`src/verilog/init_seq_params.svh`:
```
`ifndef INIT_SEQ_PARAMS_SVH
`define INIT_SEQ_PARAMS_SVH

// =====================================================================
// Clock and timing
`define CLK_PERIOD_PS 25000
`define CAL_RUN_NS 1000
`define CAL_RUN_CYC ((`CAL_RUN_NS * 1000 + `CLK_PERIOD_PS - 1) / `CLK_PERIOD_PS)

// =====================================================================
// Mode register addresses
`define MR_FEATURE_TWO 6'h02
`define MR_CMD_REF 6'h0C
`define MR_FUNC_OPT 6'h0D
`define MR_DQ_REF 6'h0E
`define MR_PATTERN 6'h20

// =====================================================================
// Field positions
`define WR_LEVEL_BIT 7
`define CMD_TRAIN_BIT 0

// =====================================================================
// Reset values
`define CMD_REF_RESET 7'h4D
`define DQ_REF_RESET 7'h4D
`define PATTERN_RESET 8'h5A
`define DRIVE_CODE_RESET 8'h00

`endif

```
`src/verilog/init_seq_pkg.sv`:
```
`default_nettype none
package init_seq_pkg;

    typedef enum logic [3:0] {
        CMD_NOP = 4'h0,
        CMD_MODE_WRITE = 4'h1,
        CMD_MODE_READ = 4'h2,
        CMD_CAL_START = 4'h3,
        CMD_CAL_LATCH = 4'h4,
        CMD_FIFO_WRITE = 4'h5,
        CMD_FIFO_READ = 4'h6,
        CMD_READ_CAL = 4'h7,
        CMD_ARRAY = 4'h8
    } cmd_kind_t;

    typedef struct packed {
        logic valid;
        cmd_kind_t kind;
        logic [5:0] addr;
        logic [7:0] op;
        logic [5:0] ca;
    } cmd_t;

    typedef enum logic [3:0] {
        ST_GATE_LOW = 4'b0000,
        ST_BOOT_IDLE = 4'b0001,
        ST_CAL_RUN = 4'b0011,
        ST_CAL_DONE = 4'b0010,
        ST_CMD_TRAIN = 4'b0110,
        ST_POST_CMD = 4'b0111,
        ST_WR_LEVEL = 4'b0101,
        ST_DQ_TRAIN = 4'b0100,
        ST_READY = 4'b1100
    } init_state_t;

    typedef struct packed {
        logic calibrated;
        logic cmd_high_speed;
        logic dq_high_speed;
        logic ready;
    } init_status_t;

endpackage : init_seq_pkg
`default_nettype wire

```
`src/verilog/dram_power_up_init_seq.sv`:
```
`timescale 1ns/1ps
`default_nettype none
`include "init_seq_params.svh"

// Overview of operation
// - Data outputs undriven in reset or gate low.
// - Reset boots slow receivers, default reference.
// - Command training echoes CA and command reference on data.
// - FIFO training never touches array.
// - Array commands accepted once ready; mode writes accepted whenever gate is high, mode reads too except in command training and write leveling.
module dram_power_up_init_seq #(
    parameter int FIFO_DEPTH = 8,
    parameter int DQ_WIDTH = 16,
    parameter logic [7:0] CAL_CODE = 8'h3C
) (
    input wire logic clk_i,
    input wire logic rst_n_i,
    input wire logic gate_pin_i,
    input wire logic wl_strobe_i,
    input var init_seq_pkg::cmd_t cmd_i,
    input wire logic [DQ_WIDTH-1:0] dq_i,
    output logic [DQ_WIDTH-1:0] dq_o,
    output logic dq_oe_n_o,
    output logic array_cmd_o,
    output logic [7:0] drive_code_o,
    output logic [6:0] cmd_ref_o,
    output logic [6:0] dq_ref_o,
    output init_seq_pkg::init_status_t status_o
);
    import init_seq_pkg::*;

    localparam int PTR_W = $clog2(FIFO_DEPTH);
    localparam logic [7:0] CAL_RUN_CYC = 8'(`CAL_RUN_CYC);

    // =================================================================
    // Pin synchronisers
    logic [2:0] gate_sync_reg, strobe_sync_reg;
    logic gate_reg, gate_next;
    logic strobe_reg, strobe_next;

    always_comb
    begin
        gate_next = gate_reg;
        strobe_next = strobe_reg;
        if (gate_sync_reg[1] == gate_sync_reg[2])
            gate_next = gate_sync_reg[2];
        if (strobe_sync_reg[1] == strobe_sync_reg[2])
            strobe_next = strobe_sync_reg[2];
    end

    always_ff @(posedge clk_i or negedge rst_n_i)
    begin
        if (!rst_n_i)
        begin
            gate_sync_reg <= 3'h0;
            strobe_sync_reg <= 3'h0;
            gate_reg <= 1'b0;
            strobe_reg <= 1'b0;
        end
        else
        begin
            gate_sync_reg <= {gate_sync_reg[1:0], gate_pin_i};
            strobe_sync_reg <= {strobe_sync_reg[1:0], wl_strobe_i};
            gate_reg <= gate_next;
            strobe_reg <= strobe_next;
        end
    end

    // =================================================================
    // Sequencer and mode state
    init_state_t state_reg, state_next;
    logic [7:0] cal_cnt_reg, cal_cnt_next;
    logic [7:0] drive_code_reg, drive_code_next;
    logic [6:0] cmd_ref_reg, cmd_ref_next;
    logic [6:0] dq_ref_reg, dq_ref_next;
    logic [7:0] pattern_reg, pattern_next;
    init_status_t status_reg, status_next;
    logic [DQ_WIDTH-1:0] dq_reg, dq_next;
    logic drive_reg, drive_next;
    logic array_reg, array_next;
    logic [DQ_WIDTH-1:0] fifo_mem [FIFO_DEPTH];
    logic [PTR_W-1:0] wr_ptr_reg, wr_ptr_next;
    logic [PTR_W-1:0] rd_ptr_reg, rd_ptr_next;
    logic fifo_we;

    function automatic logic is_write(input cmd_t c, input logic [5:0] a);
        is_write = c.valid && c.kind == CMD_MODE_WRITE && c.addr == a;
    endfunction : is_write

    function automatic logic [7:0] mode_readback(input logic [5:0] a,
        input logic [6:0] cref, input logic [6:0] dref, input logic [7:0] pat);
        case (a)
            `MR_CMD_REF: mode_readback = {1'b0, cref};
            `MR_DQ_REF: mode_readback = {1'b0, dref};
            `MR_PATTERN: mode_readback = pat;
            default: mode_readback = 8'h00;
        endcase
    endfunction : mode_readback

    always_comb
    begin
        state_next = state_reg;
        cal_cnt_next = cal_cnt_reg;
        drive_code_next = drive_code_reg;
        cmd_ref_next = cmd_ref_reg;
        dq_ref_next = dq_ref_reg;
        pattern_next = pattern_reg;
        status_next = status_reg;
        dq_next = dq_reg;
        drive_next = 1'b0;
        array_next = 1'b0;
        wr_ptr_next = wr_ptr_reg;
        rd_ptr_next = rd_ptr_reg;
        fifo_we = 1'b0;
        // gate low forces data drive and array pulse off and restarts
        if (!gate_reg)
        begin
            state_next = ST_GATE_LOW;
            cal_cnt_next = 8'h00;
        end
        else
        begin
            if (is_write(cmd_i, `MR_CMD_REF))
                cmd_ref_next = cmd_i.op[6:0];
            if (is_write(cmd_i, `MR_DQ_REF))
                dq_ref_next = cmd_i.op[6:0];
            if (is_write(cmd_i, `MR_PATTERN))
                pattern_next = cmd_i.op;
            if (cmd_i.valid && cmd_i.kind == CMD_MODE_READ)
            begin
                dq_next = DQ_WIDTH'(mode_readback(cmd_i.addr, cmd_ref_reg,
                    dq_ref_reg, pattern_reg));
                drive_next = 1'b1;
            end
            case (state_reg)
                ST_GATE_LOW: state_next = ST_BOOT_IDLE;
                ST_BOOT_IDLE:
                begin
                    if (cmd_i.valid && cmd_i.kind == CMD_CAL_START)
                    begin
                        state_next = ST_CAL_RUN;
                        cal_cnt_next = 8'h00;
                    end
                end
                ST_CAL_RUN:
                begin
                    if (cal_cnt_reg < CAL_RUN_CYC)
                        cal_cnt_next = cal_cnt_reg + 8'h01;
                    else if (cmd_i.valid && cmd_i.kind == CMD_CAL_LATCH)
                    begin
                        drive_code_next = CAL_CODE;
                        status_next.calibrated = 1'b1;
                        state_next = ST_CAL_DONE;
                    end
                end
                ST_CAL_DONE:
                begin
                    if (is_write(cmd_i, `MR_FUNC_OPT) && cmd_i.op[`CMD_TRAIN_BIT])
                        state_next = ST_CMD_TRAIN;
                    else if (cmd_i.valid && cmd_i.kind == CMD_ARRAY)
                    begin
                        state_next = ST_READY;
                        status_next.ready = 1'b1;
                    end
                end
                ST_CMD_TRAIN:
                begin
                    dq_next = DQ_WIDTH'({cmd_ref_reg, 3'h0, cmd_i.ca});
                    drive_next = 1'b1;
                    if (is_write(cmd_i, `MR_FUNC_OPT) && !cmd_i.op[`CMD_TRAIN_BIT])
                    begin
                        status_next.cmd_high_speed = 1'b1;
                        state_next = ST_POST_CMD;
                    end
                end
                ST_POST_CMD:
                    if (is_write(cmd_i, `MR_FEATURE_TWO) && cmd_i.op[`WR_LEVEL_BIT])
                        state_next = ST_WR_LEVEL;
                ST_WR_LEVEL:
                begin
                    dq_next = DQ_WIDTH'(strobe_reg);
                    drive_next = 1'b1;
                    if (is_write(cmd_i, `MR_FEATURE_TWO) && !cmd_i.op[`WR_LEVEL_BIT])
                        state_next = ST_DQ_TRAIN;
                end
                ST_DQ_TRAIN:
                begin
                    if (cmd_i.valid && cmd_i.kind == CMD_FIFO_WRITE)
                    begin
                        fifo_we = 1'b1;
                        wr_ptr_next = wr_ptr_reg + PTR_W'(1);
                    end
                    else if (cmd_i.valid && cmd_i.kind == CMD_FIFO_READ)
                    begin
                        dq_next = fifo_mem[rd_ptr_reg];
                        drive_next = 1'b1;
                        rd_ptr_next = rd_ptr_reg + PTR_W'(1);
                    end
                    else if (cmd_i.valid && cmd_i.kind == CMD_READ_CAL)
                    begin
                        dq_next = DQ_WIDTH'({pattern_reg, pattern_reg});
                        drive_next = 1'b1;
                    end
                    else if (cmd_i.valid && cmd_i.kind == CMD_ARRAY)
                    begin
                        status_next.dq_high_speed = 1'b1;
                        status_next.ready = 1'b1;
                        state_next = ST_READY;
                    end
                end
                ST_READY:
                begin
                    array_next = cmd_i.valid && cmd_i.kind == CMD_ARRAY;
                end
                default: state_next = ST_GATE_LOW;
            endcase
        end
    end

    always_ff @(posedge clk_i or negedge rst_n_i)
    begin
        if (!rst_n_i)
        begin
            state_reg <= ST_GATE_LOW;
            cal_cnt_reg <= 8'h00;
            drive_code_reg <= `DRIVE_CODE_RESET;
            cmd_ref_reg <= `CMD_REF_RESET;
            dq_ref_reg <= `DQ_REF_RESET;
            pattern_reg <= `PATTERN_RESET;
            status_reg <= '0;
            dq_reg <= '0;
            drive_reg <= 1'b0;
            array_reg <= 1'b0;
            wr_ptr_reg <= '0;
            rd_ptr_reg <= '0;
        end
        else
        begin
            state_reg <= state_next;
            cal_cnt_reg <= cal_cnt_next;
            drive_code_reg <= drive_code_next;
            cmd_ref_reg <= cmd_ref_next;
            dq_ref_reg <= dq_ref_next;
            pattern_reg <= pattern_next;
            status_reg <= status_next;
            dq_reg <= dq_next;
            drive_reg <= drive_next;
            array_reg <= array_next;
            wr_ptr_reg <= wr_ptr_next;
            rd_ptr_reg <= rd_ptr_next;
        end
    end

    // =================================================================
    // Training FIFO storage
    always_ff @(posedge clk_i)
    begin
        if (fifo_we)
            fifo_mem[wr_ptr_reg] <= dq_i;
    end

    // =================================================================
    // Outputs
    // drive only with gate high
    assign dq_oe_n_o = !(drive_reg && gate_reg);
    assign dq_o = dq_reg;
    assign array_cmd_o = array_reg;
    assign drive_code_o = drive_code_reg;
    assign cmd_ref_o = cmd_ref_reg;
    assign dq_ref_o = dq_ref_reg;
    assign status_o = status_reg;

endmodule : dram_power_up_init_seq
`default_nettype wire

```
`config.mk`:
```
export PLATFORM = sky130hd
export DESIGN_NAME = dram_power_up_init_seq
export DESIGN_NICKNAME = d
export VERILOG_FILES = /design/src/verilog/init_seq_pkg.sv /design/src/verilog/dram_power_up_init_seq.sv
export VERILOG_INCLUDE_DIRS = /design/src /design/src/verilog
export SDC_FILE = /design/constraint.sdc
export NUM_CORES = 1
export LEC_CHECK = 0
export ABC_AREA = 1
export BUFFER_PORTS_ARGS = -buffer_cell sky130_fd_sc_hd__buf_2
export CORE_ASPECT_RATIO = 1.25
export CORE_MARGIN = 1.5
export CORE_UTILIZATION = 56
export CTS_BUF_LIST = sky130_fd_sc_hd__clkbuf_4
export DETAILED_ROUTE_END_ITERATION = 6
export PLACE_DENSITY_LB_ADDON = 0.08
export SLEW_MARGIN = 5
export SYNTH_ARGS = -nofsm -noshare
export SYNTH_HDL_FRONTEND = slang
export SYNTH_SLANG_ARGS = --single-unit
```
`constraint.sdc`:
```
create_clock -name clk_i -period 2.75 [get_ports clk_i]
set_clock_uncertainty 0.15 [all_clocks]
set_input_delay 0.275 -clock clk_i [delete_from_list [all_inputs] [get_ports clk_i]]
set_output_delay 0.275 -clock clk_i [all_outputs]
set_load 0.005 [all_outputs]
```
# Word level (Yosys, flattened, before mapping)
# Memory sizes are Yosys's and may differ from the RTL's.
# Index checks and enable logic that the tools add are counted.
# word_totals
output_inout_bits	44
word_cells	147
latch_bits	0
ram_bits	128
reg_bits	71
memories	1
romBits	0
# op_classes
muxes	43
eq_ne	41
n_div	0
order_cmp	1
shift	0
addsub	3
bitwise_logic	4
reduce_logical	35
mul	0
# mem_list
name	depth	word_bits	read_ports	rd_clocked_by_memory_dff	wr	line_no	rtl
fifo_mem	8	16	1	0	1	dram_power_up_init_seq.sv:81	logic [DQ_WIDTH-1:0] fifo_mem [FIFO_DEPTH];
# ops
op	count
$mux W16	4
$mux W4	12
$pmux W16 S3	1
$pmux W4 S9	1
$eq A4 B3 Y1 const B	8
$ne A3 B3 Y1 const B	10
$mux W8	3
$pmux W8 S3	1
$eq A6 B4 Y1 const B	3
$logic_and A1 B1 Y1	18
$mux W1	18
$eq A4 B2 Y1 const B	4
$pmux W8 S2	1
$ne A2 B2 Y1 const B	7
$reduce_and A10 Y1	1
$reduce_and A3 Y1	3
$add A8 B1 Y8 const B	1
$eq A4 B1 Y1 const B	2
$eq A4 B4 Y1 const B	2
$lt A8 B6 Y1 const B	1
$reduce_and A4 Y1	2
$reduce_and A8 Y1	1
$add A3 B1 Y3 const B	2
$eq A6 B2 Y1 const B	1
other kinds (11)	20

# Logic depth before layout (Yosys ltp)
# Gate-level depths: netlist of run 1.
# depth
ltp_word	8
mapped_depth	13
ltp_nobuf	13

# Worst setup path after synthesis of run 1
# OpenSTA, ideal clock, no wires.
# synth_timing
path_type	register -> register
start	register state_reg[3]
end	memory fifo_mem[2][0], enable pin
arrival_time_ns	2.218
path_stages_with_launch	8
path_slack_ns	-0.027
required_time_ns	2.191
path_cell_list	dfrtp_1 > inv_1 > nand2_4 > nor2_8 > nand2_2 > nor2_4 > nand2_1 > nor3_1
# synth_between
elab_chain_cells	5
# synth_rtl
element	line_no	rtl
start: declaration	dram_power_up_init_seq.sv:71	init_state_t state_reg, state_next;
start signal: assignment	dram_power_up_init_seq.sv:239	state_reg <= state_next;
$eq A4 B3 Y1	dram_power_up_init_seq.sv:135	case (state_reg)
$mux W1	dram_power_up_init_seq.sv:135	
$mux W1	dram_power_up_init_seq.sv:116	if (!gate_reg)
$mux W1	dram_power_up_init_seq.sv:258	if (fifo_we)
$mux W1 (implied by the code)	dram_power_up_init_seq.sv:259	fifo_mem[wr_ptr_reg] <= dq_i;
end: declaration	dram_power_up_init_seq.sv:81	
# No other way between the ends.

# Worst setup path after layout of run 1
# layout_timing
start	register state_reg[3]
end	memory fifo_mem[4][12], enable pin
# Same word-level chain as after synthesis.

==> run metrics, run 1 <==
Slew Limit Fails 0; RePlAce Congestion 0.860; CP required 2.89 ns; top cell type's share of synthesized area 0.411; Clk pin slew, worst setup/hold paths 0.17 ns; CP Data Arrival Time 2.37 ns; GR Util All Layers 0.272; post-cts gate resize count 0; setup ws final 0.526 ns; pwr dens 542 nW/µm²; first-pass GRT wire length 36,500 µm; Main synth FF type edfxtp_1; Max Cap Viol 0; status finished, final reports clean; setup bufs post-CTS 0; initial antenna violation count 1; Yosys reg bits 198; worst hold slack 0.0961 ns; Layout area overhead 14.4%; Largest register FFs 128; vias in the first global route 6,963; # DRC 0; # clock sinks 198; layout cells sized above 1 0.187; WL final 22,500 µm; Max rail drop VDD 0.328 mV; TritonCTS clock tree done; most frequent cells in the layout 328 x nand2_1, 171 x nand3_1, 128 x edfxtp_1; routed vias 7,266; Post-DP HPWL 15,700 µm; CTS buffer count 17; synth unique cells 42; Finished Core Util 0.658; Die Wd 119 µm; Post-Layout Cell Count 1,340; Syn Inst Count 988; GR peak layer met2; TNS Setup 0 ns; Core ar. 16,300 µm²; R2R depth 8; die area 17,500 µm²; final hold violations 0; relative slew slack 0.624; Most flops, register fifo_mem; Synth Cell Area 9360 µm²; row count 52; min-delay worst type in2reg; initial core utilization 0.575; IO Port Bufs 84; IO Pins 89; Syn Area/Cell 9.47 µm²; Final Cycle Share 0.809; initial DRC count 705; Worst setup EP type flop; RSZ-0062 raised after global routing false; drt first pass iters 7; total congestion overflow 0; critical path type reg2reg; YS warnings 0; Placement Cell Area 9970 µm²; CP Launch Type flop; post-synthesis sequential area ratio 0.600; Post-synth ARST share 0.354; Antenna Nets Post-Route 0; clk_lat worst skew 0.60 ns; dominant cells by area after synthesis edfxtp_1 41%, dfrtp_1 16%, nand2_1 13%; WHS Path Cells 5; biggest area consumer among synthesized cells edfxtp_1; Max Freq 450 MHz; slew of the pin with the lowest slew margin 0.561 ns; H-Tree Depth 4; NumNets Final 1,158; commonest non-fill, non-tap cell in the layout nand2_1; root buffer cell clkbuf_4; M2 GR Usage 0.455; Die Ht 148 µm; Finish-stage setup viols 0; number of flops mapped to enable cells by yosys 128; Post-Place Cells 1,264; Period minus WS final 2.22 ns; CTS Buffer Depth 2; total power 5.80 mW; largest net degree at the start of global routing 66; Vias/cell 5.42; met3 usage 0.0436; worst-path maximum fanout 16; Post-Place Setup Slack 0.551 ns; leakage 4.71 nW; Final Cell Area 10,700 µm²; met1 GRT Util 0.359; WL/cell 16.8 µm
==> layout make-up <==
type,count,area (µm²)
Antenna cell,1,2.50
Sequential cell,198,5610
Timing Repair Buffer,148,1030
Inverter,68,259
Clock buffer,17,128
Clock inverter,15,164
Multi-Input combinational cell,677,3240
Fill cell,1347,5560
Tap cell,216,270
==> cell usage after synthesis (11+ instances only) <==
master and n:
nand4_1 13, dfrtp_1 58, nor3_1 15, o21ai_1 25
nor2_1 45, nor2_4 11, nand2_1 328, nand3_1 171
buf_2 23, inv_1 50, dfstp_2 12, o21ai_0 11
inv_2 13, edfxtp_1 128
==> power breakdown <==
part / switching, mW / internal (mW) / total (mW)
logic: 0.513 / 0.332 / 0.845
registers: 0.115 / 3.28 / 3.40
clock network: 1.07 / 0.488 / 1.56
==> worst max-delay path: stages (launching register included) <==
cell and delay, ns:
dfrtp_1 0.41, inv_1 0.14, nand2_4 0.12, nor2_8 0.20, nand2_2 0.10, nor2_4 0.16, nand2_1 0.20, nor3_2 0.17
buf_4 0.29
==> per-layer routing <==
layer	routed length (µm)	part of all wire
met1	9730	0.43
met2	11100	0.49
met3	1170	0.052
met4	567	0.025
met5	0	0
==> cells by family (layout without fill, tap and decap cells) <==
logic type,Yosys count,count (layout),synth area share
AOI/OAI and AO/OA,57,57,0.0362
xor gates and xnor gates,4,4,0.00374
adders and majority gates,5,5,0.00615
buffers and inverters,116,248,0.0596
DFF,198,198,0.600
other,1,5,0.000401
and+or+nand+nor,607,607,0.294
==> timing repair <==
| item | in CTS | in global routing |
|---|---|---|
| hold endpoints to repair | 220 | 0 |
| hold buffers | 43 | 0 |
| endpoints found under the setup margin | 0 | 0 |
==> final timing paths <==
path	slack [ns]	to	startpoint
setup reg to reg	0.53	fifo_mem[4][12]$_DFFE_PP_	state_reg[3]$_DFFE_PN0P_
hold / removal	0.1	status_o[2]$_DFFE_PN0P_	cmd_i[14]
min in group asynchronous	0.53	pattern_reg[0]$_DFFE_PN0P_	rst_n_i
hold reg to reg	0.23	gate_sync_reg[1]$_DFF_PN0_	gate_sync_reg[0]$_DFF_PN0_
setup / recovery	0.53	fifo_mem[4][12]$_DFFE_PP_	state_reg[3]$_DFFE_PN0P_
max in group asynchronous	1.55	pattern_reg[6]$_DFFE_PN1P_	rst_n_i
(Power assumes the default switching activity.)
==> run 2, diff against run 1 <==
- CORE_UTILIZATION: 56 -> 60
- clock period: 2.75 -> 2.26 ns (I/O delays scaled with it)
==> run metrics, run 2 (same netlist as run 1, synthesis figures left out) <==
slew of the pin with the lowest slew margin 0.712 ns (+0.151 ns); first-pass GRT wire length 34,900 µm (-4.3%); row count 50 (-3.8%); WHS Path Cells 5 (unchanged); RSZ-0062 raised after global routing false; pwr dens 651 nW/µm² (+20%); Post-Place Cells 1,259 (-0.40%); part of the power in combinational logic 0.147 (about the same); Clk pin slew, worst setup/hold paths 0.15 ns (-0.02 ns); Period minus WS final 2.07 ns; worst-path maximum fanout 16 (unchanged); Die Ht 143 µm (-3.3%); final hold violations 0 (unchanged); largest net degree at the start of global routing 66 (unchanged); Slew Limit Fails 0 (unchanged); # clock sinks 198 (unchanged); routed vias 7,247 (-0.26%); Sw Ratio 0.288 (-0.00560); root buffer cell clkbuf_4; WL final 22,000 µm (-2.3%); vias in the first global route 6,767 (-2.8%); relative slew slack 0.525 (-0.0981); H-Tree Depth 4 (unchanged); CTS Buffer Depth 2 (unchanged); Die Wd 115 µm (-3.3%); fill count 1,182 (-12%); Core ar. 15,100 µm² (-6.9%); layout cells sized above 1 0.188 (+0.000723); Max Freq 482 MHz; NumNets Final 1,159 (+0.086%); drt first pass iters 5 (-2); # DRC 0 (unchanged); Layout area overhead 15.1%; initial DRC count 676 (-4.1%); TritonCTS clock tree done; Psw 2.02 mW (+18%); Placement Cell Area 10,100 µm² (+0.98%); CP Launch Type input pin; Post-Layout Cell Count 1,333 (-0.52%); initial antenna violation count 1 (unchanged); Worst setup EP type flop; critical path type in2reg; most frequent cells in the layout 328 x nand2_1, 171 x nand3_1, 128 x edfxtp_1; TNS Setup 0 ns (unchanged); Finished Core Util 0.711 (+0.0529); clk_lat worst skew 0.58 ns (-0.02 ns); min-delay worst type in2reg; Largest register FFs 128 (unchanged); total congestion overflow 0 (unchanged); Post-DP HPWL 15,400 µm (-2.1%); Max rail drop VDD 0.515 mV (+57%); Final Cell Area 10,800 µm² (+0.55%); Antenna Nets Post-Route 0 (unchanged); RePlAce Congestion 0.913 (+6.2%); CP required 2.41 ns (-0.48 ns); commonest non-fill, non-tap cell in the layout nand2_1; Final Cycle Share 0.918; Vias/cell 5.44 (+0.26%); IO Port Bufs 84 (unchanged); IO Pins 89 (unchanged); status finished, final reports clean; Max Cap Viol 0 (unchanged); leakage 4.74 nW (+0.62%); die area 16,400 µm² (-6.5%); R2R depth 8 (unchanged); Clock Power Share 0.264 (-0.005); CP Data Arrival Time 2.22 ns (-0.15 ns); WL/cell 16.5 µm (-1.8%); Int Pwr 4.99 mW (+22%); GR Util All Layers 0.285 (+0.0129); CTS buffer count 17 (unchanged); setup bufs post-CTS 0 (unchanged); sequential share of power 0.589 (+0.004); Most flops, register fifo_mem; Finish-stage setup viols 0 (unchanged); initial core utilization 0.618 (+0.0428)
[run 2: cell types whose count changed in the layout (fill, tap and decap cells not counted), sizes merged]
cell         before  now
clkinvlp          2    1
buf             106  108
dlygate4sd3      42   41
clkinv           10    9
inv              70   72
[run 2: through the flow]
step	worst slack, ns	hold WS (ns)	total power, mW
after floorplan	-0.0721	-0.220	4.80
after global placement	0.217	0.155	5.15
after detailed placement	0.129	0.166	5.17
after CTS	0.199	0.000284	7.04
after global routing	0.0720	0.0310	7.31
final	0.185	0.0445	7.01
[run 2: path summary, 6_finish.rpt]
path | slack (ns) | end | start
max in group asynchronous | 1.30 | rd_ptr_reg[0]$_DFFE_PN0P_ | rst_n_i
max reg2reg | 0.20 | fifo_mem[4][4]$_DFFE_PP_ | state_reg[3]$_DFFE_PN0P_
min in group asynchronous | 0.05 | dq_ref_o[1]$_DFFE_PN0P_ | rst_n_i
min reg2reg | 0.20 | strobe_sync_reg[1]$_DFF_PN0_ | strobe_sync_reg[0]$_DFF_PN0_
min | 0.04 | status_o[2]$_DFFE_PN0P_ | cmd_i[16]
max | 0.19 | fifo_mem[4][4]$_DFFE_PP_ | cmd_i[23]
[run 2: metal layers]
layer / GRT usage / share of wire
met5: 0 / 0
met4: 0.138 / 0.036
met3: 0.0531 / 0.059
met1: 0.376 / 0.42
met2: 0.457 / 0.48
[run 2: layout make-up]
cell class                 count  area (µm²)  share of cell area
antenna                        1        2.50            0.000232
inverter                      68         259              0.0241
tap                          208         260              0.0242
sequential                   198        5610               0.521
multi-input combinational    677        3240               0.301
timing repair buffer         149        1110               0.103
clock buffer                  17         128              0.0119
clock inverter                15         155              0.0144
[run 2: power by group through the flow]
stage | logic, mW | registers (mW) | clock network [mW]
after floorplan | 0.626 | 4.17 | 0
after global placement | 0.954 | 4.19 | 0
after detailed placement | 0.972 | 4.19 | 0
after CTS | 1.03 | 4.12 | 1.89
after global routing | 1.17 | 4.14 | 2.01
final | 1.03 | 4.13 | 1.85
[run 2: worst max-delay path, cell delays in order]
cell	delay (ns)
dlygate4sd3_1	0.54
buf_2	0.16
nor2_2	0.15
nand2_4	0.13
nor2_4	0.15
nand2_2	0.09
nor2_4	0.15
nand2_1	0.19
nor3_2	0.24
buf_12	0.20
[run 2: repair_timing]
action                                  CTS  global route
endpoints found under the setup margin    0             0
resized for setup                         0             0
hold buffers                             41             0
endpoints found under the hold margin   233             0
==> run 3, diff against run 2 <==
- RECOVER_POWER: unset -> 25
==> run metrics, run 3 (same netlist as run 1, synthesis figures left out) <==
Worst setup EP type flop; critical path type in2reg; fill count 1,178 (-0.34%); total congestion overflow 0 (unchanged); Reg2Reg Setup Slack 0.20 ns (about the same); Max Cap Viol 0 (unchanged); Most flops, register fifo_mem; # clock sinks 198 (unchanged); WL/cell 16.5 µm (+0.21%); CP required 2.42 ns (about the same); # DRC 0 (unchanged); RSZ-0062 raised after global routing false; crit-path cells dlygate4sd3_1 -> buf_2 -> nor2_2 -> nand2_4 -> nor2_4 -> nand2_2 -> nor2_4 -> nand2_1 -> nor3_2 -> buf_12; Die Wd 115 µm (unchanged); largest net degree at the start of global routing 66 (unchanged); min-delay worst type in2reg; worst-path maximum fanout 16 (unchanged); Period minus WS final 2.07 ns (-0.00663 ns); most frequent cells in the layout 328 x nand2_1, 171 x nand3_1, 128 x edfxtp_1; Die Ht 143 µm (unchanged); commonest non-fill, non-tap cell in the layout nand2_1; GR Util All Layers 0.285 (unchanged); H-Tree Depth 4 (unchanged); initial antenna violation count 1 (unchanged); IO Pins 89 (unchanged); CTS Buffer Depth 2 (unchanged); worst flop-to-flop path startpoint state_reg[3]$_DFFE_PN0P_; Max Freq 483 MHz (+0.32%); Max rail drop VDD 0.516 mV (+0.19%); Layout area overhead 14.9%; Finish-stage setup viols 0 (unchanged); RePlAce Congestion 0.913 (unchanged); clk_lat worst skew 0.59 ns (about the same); Post-Place Cells 1,259 (unchanged); total power 7.01 mW (about the same); worst setup path end fifo_mem[4][4]$_DFFE_PP_; Final Cycle Share 0.915 (-0.00293); layout cells sized above 1 0.175 (-0.0125); CP most frequent cell nor2_4; Post-DP HPWL 15,400 µm (unchanged); TritonCTS clock tree done; drt first pass iters 5 (unchanged); row count 50 (unchanged); Critical Path Start cmd_i[23]; CTS buffer count 17 (unchanged); Vias/cell 5.42 (-0.22%); Reg-to-Reg End fifo_mem[4][4]$_DFFE_PP_; Post-Layout Cell Count 1,333 (unchanged); Antenna Nets Post-Route 0 (unchanged); final hold violations 0 (unchanged); leakage 4.70 nW (-0.81%); root buffer cell clkbuf_4; Clk pin slew, worst setup/hold paths 0.15 ns (about the same); routed vias 7,231 (-0.22%); IO Port Bufs 84 (unchanged); R2R depth 8 (unchanged); CP max-delay cell dlygate4sd3_1; post-cts gate resize count 0 (unchanged); CP Launch Type input pin; CP Data Arrival Time 2.23 ns (about the same); Largest register FFs 128 (unchanged); initial DRC count 702 (+3.8%); vias in the first global route 6,767 (unchanged); status finished, final reports clean; slew of the pin with the lowest slew margin 0.712 ns (+0.000368 ns); NumNets Final 1,159 (unchanged); pwr dens 652 nW/µm² (+0.16%); relative slew slack 0.525 (about the same); Slew Limit Fails 0 (unchanged); die area 16,400 µm² (unchanged); Core ar. 15,100 µm² (unchanged); initial core utilization 0.618 (unchanged); WL final 22,100 µm (+0.21%); max incr delay on CP 0.54 ns (about the same); first-pass GRT wire length 34,900 µm (unchanged)
==> run 3: stage by stage <==
stage	TNS, ns	utilization	hold slack [ns]	area [µm²]	setup slack [ns]
6_report	0	0.710	0.0439	10800	0.192
5_1_grt	0	0.710	0.0310	10800	0.0720
4_1_cts	0	0.711	0.000284	10800	0.199
3_5_place_dp	0	0.665	0.166	10100	0.129
3_3_place_gp	0	0.665	0.155	10100	0.217
2_1_floorplan	-8.17	-	-0.220	9410	-0.0721
==> run 3: per-layer routing <==
layer	vias to the layer above	global-route usage	part of all wire
met3	70	0.0531	0.055
li1	3552	-	-
met5	-	0	0
met4	0	0.138	0.037
met1	3349	0.376	0.43
met2	260	0.457	0.48
==> run 3: report_power, final <==
group / leakage, nW / switching, mW / internal (mW)
registers: 2.01 / 0.132 / 3.99
logic: 2.53 / 0.628 / 0.402
clock network: 0.153 / 1.26 / 0.591
==> run 3: area by class of cell <==
| type | count | area, µm² | share of cell area |
|---|---|---|---|
| repair buffers | 149 | 1090 | 0.102 |
| flip-flops and latches | 198 | 5610 | 0.522 |
| diodes | 1 | 2.50 | 0.000233 |
| clock inverters | 15 | 155 | 0.0144 |
| well taps | 208 | 260 | 0.0242 |
| clock buffers | 17 | 128 | 0.0119 |
| inverters | 68 | 259 | 0.0241 |
| multi-input cells | 677 | 3240 | 0.301 |
==> run 3: worst min path at each step <==
stage,start,end,slack (ns),depth (start not counted)
4_1_cts,cmd_i[16],status_o[2]$_DFFE_PN0P_,0.0003,5
3_3_place_gp,rst_n_i,pattern_reg[2]$_DFFE_PN0P_,0.15,1
6_report,cmd_i[16],status_o[2]$_DFFE_PN0P_,0.04,5
2_1_floorplan,rst_n_i,array_cmd_o$_DFF_PN0_,-0.22,0
3_5_place_dp,rst_n_i,dq_ref_o[1]$_DFFE_PN0P_,0.17,1
5_1_grt,cmd_i[16],status_o[2]$_DFFE_PN0P_,0.03,5
==> run 3: critical path: cells and delay by family <==
family,cells,cell delay (ns)
buffers and inverters,3,0.90
and+or+nand+nor,7,1.10
==> run 3: timing repair <==
item,4_1_cts,5_1_grt
hold buffers,41,0
endpoints found under the hold margin,233,0
buffers inserted,0,0
